## src/inc/odl_defs.svh

```systemverilog
// Constants for the octal DAC serial load control block.
// Assumes inclusion by bare name from design files.
`ifndef ODL_DEFS_SVH
`define ODL_DEFS_SVH
`define ODL_WORD_BITS    12
`define ODL_ADDR_BITS    4
`define ODL_CODE_BITS    8
`define ODL_NUM_CHAN     8
`define ODL_MIDSCALE     8'h80
`define ODL_ADDR_LSB     8
`define ODL_ADDR_MSB     11
`define ODL_CODE_MSB     7
`define ODL_FIRST_ADDR   4'h1
`define ODL_LAST_ADDR    4'h8
`endif

```

## src/inc/odl_pkg.sv

```systemverilog
// Types for the octal DAC serial load control block.
// Assumes odl_defs.svh is on the include path.
`include "odl_defs.svh"
package odl_pkg;
   typedef logic [`ODL_CODE_BITS-1:0] odl_code_type;
   typedef logic [`ODL_WORD_BITS-1:0] odl_word_type;
   typedef logic [`ODL_ADDR_BITS-1:0] odl_addr_type;
endpackage

```

## src/logic/odl_sync.sv

```systemverilog
// Two-flop synchroniser for one pin input.
// Assumes the input is asynchronous to clk.
`timescale 1ns/1ps
`default_nettype none
module odl_sync (
   // Clock and reset
   input  wire logic clk,
   input  wire logic rst,
   input  wire logic ce,
   // Level in and out
   input  wire logic d,
   output logic      q
);
   logic meta_q;

   // First stage is read only by the second
   always_ff @(posedge clk or posedge rst) begin
      if (rst) begin
         meta_q <= 1'b0;
         q      <= 1'b0;
      end else if (ce) begin
         meta_q <= d;
         q      <= meta_q;
      end
   end
endmodule
`default_nettype wire

```

## src/logic/odl_serial_load.sv

```systemverilog
// Serial load control of an eight-channel DAC: shift register, decode, holding registers.
// Assumes pins arrive asynchronous to core_clk; the serial clock is sampled, not used as a clock.
// Operation
// - Rising serial clock with strobe low, preset high shifts serial_in in.
// - serial_out shows the bit entered twelve serial clock edges earlier.
// - Preset low forces all holding registers to 80 hex.
// - Strobe rising with clock low copies data into addressed channel.
// - Twelve-bit word, MSB first: four address bits then eight data bits.
// - Addresses 1 to 8 select channels A to H; others are no-ops.
`timescale 1ns/1ps
`default_nettype none
`include "odl_defs.svh"
module odl_serial_load (
   // Clock, reset, enable
   input  wire logic                                   core_clk,
   input  wire logic                                   rst,
   input  wire logic                                   clk_en,
   // Serial pins
   input  wire logic                                   serial_clk,
   input  wire logic                                   serial_in,
   input  wire logic                                   load_strobe,
   input  wire logic                                   preset_n,
   output logic                                        serial_out,
   // Channel codes, channel A at index 0
   output odl_pkg::odl_code_type [`ODL_NUM_CHAN-1:0]   chan_code
);
   import odl_pkg::*;

   logic         sclk_s;
   logic         sdi_s;
   logic         load_s;
   logic         preset_n_s;
   logic         sclk_prev_q;
   logic         load_prev_q;
   odl_word_type shift_q;
   logic         shift_ev;
   logic         load_ev;
   odl_addr_type addr;

   // All pins cross into core_clk before any logic looks at them.
   // Cost is two cycles of latency on every pin, far below one serial bit.
   // Serial clock; its idle level is low, matching the synchroniser reset
   odl_sync u_sync_sclk (
      .clk (core_clk),
      .rst (rst),
      .ce  (clk_en),
      .d   (serial_clk),
      .q   (sclk_s)
   );

   // Serial data; stable around the rising clock by the host's timing
   odl_sync u_sync_sdi (
      .clk (core_clk),
      .rst (rst),
      .ce  (clk_en),
      .d   (serial_in),
      .q   (sdi_s)
   );

   // Load strobe; resets low so no false rising edge follows reset
   odl_sync u_sync_load (
      .clk (core_clk),
      .rst (rst),
      .ce  (clk_en),
      .d   (load_strobe),
      .q   (load_s)
   );

   // Preset; resets low, so codes are held at midscale until it settles
   odl_sync u_sync_pre (
      .clk (core_clk),
      .rst (rst),
      .ce  (clk_en),
      .d   (preset_n),
      .q   (preset_n_s)
   );

   // Edge history of the synchronised clock and strobe.
   // Both start low, the idle level of their pins, so reset makes no edge.
   // Limitation: pulses shorter than a few core_clk cycles are missed.
   always_ff @(posedge core_clk or posedge rst) begin
      if (rst) begin
         sclk_prev_q <= 1'b0;
         load_prev_q <= 1'b0;
      end else if (clk_en) begin
         sclk_prev_q <= sclk_s;
         load_prev_q <= load_s;
      end
   end

   // Edge events are single-cycle pulses in the core_clk domain.
   // Shift only on a rising serial clock with strobe low and preset released
   assign shift_ev = sclk_s & ~sclk_prev_q & ~load_s & preset_n_s;
   // Load on the strobe's rising edge while the serial clock is low
   assign load_ev  = load_s & ~load_prev_q & ~sclk_s & preset_n_s;
   assign addr     = shift_q[`ODL_ADDR_MSB:`ODL_ADDR_LSB];

   // Shift register, MSB entered first so the address ends up on top
   always_ff @(posedge core_clk or posedge rst) begin
      if (rst) begin
         shift_q <= '0;
      end else if (clk_en && shift_ev) begin
         shift_q <= {shift_q[`ODL_WORD_BITS-2:0], sdi_s};
      end
   end

   // Last stage echoed for cascading; it lags serial_in by twelve edges
   always_ff @(posedge core_clk or posedge rst) begin
      if (rst) begin
         serial_out <= 1'b0;
      end else if (clk_en && shift_ev) begin
         serial_out <= shift_q[`ODL_WORD_BITS-2];
      end
   end

   // Holding registers; preset wins over everything, no-op addresses match nothing.
   // Load is edge-triggered, so releasing preset with the strobe high
   // does not reload a channel; this is the safe reading of the host rule.
   always_ff @(posedge core_clk or posedge rst) begin
      if (rst) begin
         for (int i = 0; i < `ODL_NUM_CHAN; i++) begin
            chan_code[i] <= `ODL_MIDSCALE;
         end
      end else if (clk_en) begin
         for (int i = 0; i < `ODL_NUM_CHAN; i++) begin
            if (!preset_n_s) begin
               chan_code[i] <= `ODL_MIDSCALE;
            end else if (load_ev && addr == `ODL_FIRST_ADDR + odl_addr_type'(i)) begin
               chan_code[i] <= shift_q[`ODL_CODE_MSB:0];
            end
         end
      end
   end
   // Otherwise every register keeps its code

   // Checks
   // The echo check needs twelve shifts of history first, so count
   // accepted shifts and saturate; the count only gates an assertion and a cover.
   int unsigned sh_cnt;
   always_ff @(posedge core_clk or posedge rst) begin
      if (rst) begin
         sh_cnt <= 0;
      end else if (clk_en && shift_ev && sh_cnt < 100) begin
         sh_cnt <= sh_cnt + 1;
      end
   end

   a_shift_moves_in: assert property (@(posedge core_clk) disable iff (rst)
      clk_en && shift_ev |=> shift_q[0] == $past(sdi_s))
      else $error("shift register missed serial input");
   a_shift_holds: assert property (@(posedge core_clk) disable iff (rst)
      !(clk_en && shift_ev) |=> $stable(shift_q))
      else $error("shift register changed without shift");
   a_sdo_delay: assert property (@(posedge core_clk) disable iff (rst)
      clk_en && shift_ev && sh_cnt >= 12 |=> serial_out == $past(shift_q[`ODL_WORD_BITS-2]))
      else $error("serial output not twelve edges late");
   a_preset_mid: assert property (@(posedge core_clk) disable iff (rst)
      clk_en && !preset_n_s |=> chan_code[0] == `ODL_MIDSCALE && chan_code[7] == `ODL_MIDSCALE)
      else $error("preset did not force midscale");
   a_load_chan: assert property (@(posedge core_clk) disable iff (rst)
      clk_en && load_ev && addr == `ODL_FIRST_ADDR |=> chan_code[0] == $past(shift_q[`ODL_CODE_MSB:0]))
      else $error("channel A not loaded");
   a_noop_addr: assert property (@(posedge core_clk) disable iff (rst)
      clk_en && preset_n_s && (addr == 4'h0 || addr > `ODL_LAST_ADDR) |=> $stable(chan_code))
      else $error("no-op address changed a channel");
   a_load_last: assert property (@(posedge core_clk) disable iff (rst)
      clk_en && load_ev && addr == `ODL_LAST_ADDR |=> chan_code[7] == $past(shift_q[`ODL_CODE_MSB:0]))
      else $error("channel H not loaded");
   a_idle_hold: assert property (@(posedge core_clk) disable iff (rst)
      clk_en && preset_n_s && !load_ev ##1 preset_n_s |-> $stable(chan_code))
      else $error("holding registers changed while idle");
   a_no_load_clk: assert property (@(posedge core_clk) disable iff (rst)
      load_ev |-> !shift_ev)
      else $error("load and shift together");
   a_sdo_holds: assert property (@(posedge core_clk) disable iff (rst)
      !(clk_en && shift_ev) |=> $stable(serial_out))
      else $error("serial output moved without shift");
   a_preset_no_shift: assert property (@(posedge core_clk) disable iff (rst)
      !preset_n_s |=> $stable(shift_q))
      else $error("shift register moved during preset");
   a_strobe_no_shift: assert property (@(posedge core_clk) disable iff (rst)
      load_s |=> $stable(shift_q))
      else $error("shift register moved with strobe high");
   a_clk_high_no_load: assert property (@(posedge core_clk) disable iff (rst)
      sclk_s && preset_n_s |=> $stable(chan_code))
      else $error("channel loaded with serial clock high");

   // Per-channel checks, one set for each holding register
   for (genvar g = 0; g < `ODL_NUM_CHAN; g++) begin : g_chan_chk
      a_load_each: assert property (@(posedge core_clk) disable iff (rst)
         clk_en && load_ev && addr == `ODL_FIRST_ADDR + odl_addr_type'(g)
         |=> chan_code[g] == $past(shift_q[`ODL_CODE_MSB:0]))
         else $error("addressed channel not loaded");
      a_preset_each: assert property (@(posedge core_clk) disable iff (rst)
         clk_en && !preset_n_s |=> chan_code[g] == `ODL_MIDSCALE)
         else $error("channel not at midscale under preset");
      a_other_hold: assert property (@(posedge core_clk) disable iff (rst)
         clk_en && preset_n_s && addr != `ODL_FIRST_ADDR + odl_addr_type'(g)
         |=> $stable(chan_code[g]))
         else $error("channel changed for another address");
   end

   // Main scenarios worth seeing at least once

   c_shift: cover property (@(posedge core_clk) disable iff (rst) shift_ev);
   c_load: cover property (@(posedge core_clk) disable iff (rst) load_ev && addr == `ODL_LAST_ADDR);
   c_preset: cover property (@(posedge core_clk) disable iff (rst) !preset_n_s ##1 preset_n_s);
   c_noop: cover property (@(posedge core_clk) disable iff (rst) load_ev && addr == 4'h0);
   c_echo: cover property (@(posedge core_clk) disable iff (rst) shift_ev && sh_cnt >= 12);
endmodule
`default_nettype wire

```

## config.mk

```make
export PLATFORM = sky130hd
export DESIGN_NAME = odl_serial_load
export DESIGN_NICKNAME = d
export VERILOG_FILES = /design/src/inc/odl_pkg.sv /design/src/logic/odl_sync.sv /design/src/logic/odl_serial_load.sv
export VERILOG_INCLUDE_DIRS = /design/src /design/src/inc
export SDC_FILE = /design/constraint.sdc
export NUM_CORES = 1
export LEC_CHECK = 0
export CAP_MARGIN = 10
export CORE_MARGIN = 4
export CORE_UTILIZATION = 40
export CTS_BUF_LIST = sky130_fd_sc_hd__clkbuf_8
export DETAILED_ROUTE_END_ITERATION = 16
export DONT_BUFFER_PORTS = 1
export PLACE_DENSITY = 0.58
export SLEW_MARGIN = 30
export SYNTH_ARGS = -nofsm -noshare
export SYNTH_HDL_FRONTEND = slang
export SYNTH_HIERARCHICAL = 1
export SYNTH_SLANG_ARGS = --single-unit
```

## constraint.sdc

```tcl
create_clock -name core_clk -period 2.2 [get_ports core_clk]
set_clock_uncertainty 0.15 [all_clocks]
set_input_delay 0.22 -clock core_clk [delete_from_list [all_inputs] [get_ports core_clk]]
set_output_delay 0.22 -clock core_clk [all_outputs]
set_load 0.05 [all_outputs]
```

==> results.json <==
{
  "status": "completed",
  "cp-start-kind": "flop",
  "max_cap_violations": 0,
  "htree_levels": 3,
  "power.leakage_nw": 2.15,
  "power_density_mw_per_mm2": 804,
  "ys_types": 35,
  "period_minus_slack_ns": 2.01,
  "power_frac_comb_pct": 12.3,
  "end_kind": "flop",
  "required_ns": 2.32,
  "synth_xor_area_share_pct": 0,
  "synth_top_family_by_area": "compound AO/OA/AOI/OAI gates",
  "synth-simple-area-share_pct": 17.0,
  "sw_frac_of_total_pct": 37.1,
  "ir_drop_uv": 315,
  "grt_start_max_net_pins": 79,
  "drtPass1Iterations": 4,
  "yosys.area_share.adder_pct": 0,
  "drtAntennaViolNets": 0,
  "fill_cells": 959,
  "min_path_cells": 3,
  "routed_wl_um": 11400,
  "worstHoldEndpoint": "chan_code[15]",
  "setup_viol": 0,
  "ctsHoldBuffers": 8,
  "r2r_cells": 3,
  "synthArstFlopShare_pct": 100,
  "syn_area_mm2": 0.00425,
  "power.switching_mw": 1.40,
  "hold_class": "in2reg",
  "antenna_found_initial": 0,
  "tns_ns": 0,
  "rows": 37,
  "dp_hpwl_um": 7230,
  "clock_latency_ns": 0.36,
  "die_h_um": 111,
  "fin_crit_sh_pct": 91.4,
  "core_mm2": 0.0103,
  "min_from": "clk_en",
  "gr-usage-all-layers_pct": 18.5,
  "place_inst": 530,
  "synth_area_leaders": "dfrtp_1 (46%), mux2_2 (5.8%), a221o_1 (5.7%)",
  "path_max_fanout": 13,
  "drive_above_1_share_pct": 18.4,
  "cts_tree": "done",
  "io_buffer_count": 0,
  "multi_input_area_mm2": 0.00185,
  "clockBufferDepth": 2,
  "numCtsBuffers": 9,
  "ys_seq_elements": 86,
  "gp_congestion": 0.754,
  "critical_path_arrival_ns": 2.13,
  "root_buffer": "clkbuf_8",
  "yosysWarnings": 6,
  "muxShareOfSynthArea_pct": 5.83,
  "overflow": 0,
  "power.share.sequential_pct": 59.0,
  "maxSlewViolCount": 0,
  "drt_first_iter_violations": 299,
  "synth_top_cell_by_area": "dfrtp_1",
  "instances_no_fill": 554,
  "drc": 0,
  "max_freq_mhz": 497,
  "path_class": "reg2reg",
  "start_util_pct": 41.1,
  "clkTransAtPathRegs_ns": 0.10,
  "final_cell_mix": "dfrtp_1 (77), nand2_1 (48), a21oi_1 (46)",
  "syn_to_final_growth_pct": 10.5,
  "nets": 420,
  "die-area_mm2": 0.0123,
  "synth_nets": 424,
  "max_slew_margin_pct": 63.8,
  "final_common_cell": "dfrtp_1",
  "via_per_inst": 6.10,
  "antenna_cells": 0,
  "grt_pass1_wl_um": 18400,
  "area.sequential_mm2": 0.00216,
  "internal_power_mw": 2.37,
  "grt_pass1_vias": 3267,
  "num_vias": 3377,
  "ctsResizeCount": 0,
  "final_hold_viol_count": 0,
  "fin_util_pct": 45.5,
  "finalWorstSetupSlack_ns": 0.190,
  "wl_per_cell_um": 20.5,
  "syn_inst": 417,
  "die_w_um": 111,
  "clock-sinks": 86,
  "r2r_start": "shift_q[9]",
  "yosys.area.top_type_share_pct": 45.9,
  "synth_edf_count": 0,
  "worst_slew_pin_slew_ns": 0.543,
  "post_cts_buffers": 0,
  "p_clk_share_pct": 28.7,
  "synth_compound_area_share_pct": 20.6,
  "post-place-ws_ns": 0.177,
  "synthFlopType": "dfrtp_1",
  "ios": 72,
  "synth.yosys.seq_area_share_pct": 50.9,
  "syn_area_per_cell_um2": 10.2,
  "reg2reg_slack_ns": 0.19,
  "reg2reg_to": "chan_code[63]",
  "rsz0062_at_grt": "false"
}
metrics by stage:
| step | area (um^2) | hold slack [ns] | total power [mW] |
|---|---|---|---|
| floorplan | 4250 | -0.189 | 2.54 |
| global placement | 4420 | -0.185 | 2.68 |
| detailed placement | 4420 | -0.182 | 2.70 |
| CTS | 4690 | 0.00392 | 3.81 |
| global route | 4690 | 0.0196 | 3.96 |
| finish | 4690 | 0.0182 | 3.77 |
per-layer routing:
| layer | vias to the layer above | part of all wire (%) | global-route usage, % |
|---|---|---|---|
| met5 | - | 0 | 0 |
| met4 | 0 | 1.0 | 5.43 |
| met3 | 8 | 6.3 | 5.19 |
| met2 | 104 | 49 | 29.9 |
| met1 | 1729 | 44 | 24.5 |
| li1 | 1536 | - | - |
kinds of logic after synthesis:
logic type | count (synthesis)
and+or+nand+nor | 132
muxes | 22
DFF | 86
AOI/OAI and AO/OA | 118
buffers and inverters | 59
registers in the layout, indices dropped and copies added (netlist names):
register            count
chan_code              64
load_prev_q             1
sclk_prev_q             1
shift_q                12
u_sync_load/meta_q      1
u_sync_load/q           1
u_sync_pre/meta_q       1
u_sync_pre/q            1
u_sync_sclk/meta_q      1
u_sync_sclk/q           1
u_sync_sdi/meta_q       1
u_sync_sdi/q            1
layout make-up:
cell class / instances / area share (%)
Inverter: 16 / 1.36
Clock buffer: 9 / 2.64
Clock inverter: 7 / 1.28
Tap cell: 136 / 3.63
Multi-Input combinational cell: 272 / 39.3
Sequential cell: 86 / 46.1
Timing Repair Buffer: 28 / 5.65
power by group through the flow:
stage / Sequential (mW) / Combinational (mW) / Clock (mW)
after global routing: 2.25 / 0.513 / 1.19
after CTS: 2.23 / 0.464 / 1.12
final: 2.23 / 0.463 / 1.08
after global placement: 2.25 / 0.429 / 0
after detailed placement: 2.26 / 0.437 / 0
after floorplan: 2.20 / 0.344 / 0
how the worst max path moves through the flow:
| stage | from | end | slack (ns) |
|---|---|---|---|
| after global routing | shift_q[9] | chan_code[63] | 0.09 |
| after detailed placement | shift_q[9] | chan_code[63] | 0.18 |
| after CTS | shift_q[9] | chan_code[63] | 0.19 |
| after global placement | shift_q[11] | chan_code[35] | 0.25 |
| after floorplan | shift_q[11] | chan_code[63] | 0.13 |
| final | shift_q[9] | chan_code[63] | 0.19 |
Yosys cell counts (2+ instances only):
library cell  count
dfrtp_1          78
nand2_1          48
a21oi_1          46
clkbuf_1         26
a221o_1          24
mux2_2           22
nand3_1          19
nor3_1           19
a211o_1          18
inv_1            15
buf_2            14
o211ai_1         14
o221ai_1          9
and3_1            8
dfstp_2           8
nand2b_1          6
nor2_1            6
nor2b_1           6
and2_1            4
a311oi_1          3
buf_1             3
nor4bb_1          3
o221a_2           3
nand4b_1          2
nor4b_2           2
or4b_1            2
critical path: stages (launching register included):
cell	delay, ns
dfrtp_1	0.53
or4b_1	0.53
or2_0	0.37
a311oi_1	0.35
Note: power is estimated with default switching activity, not from simulation.
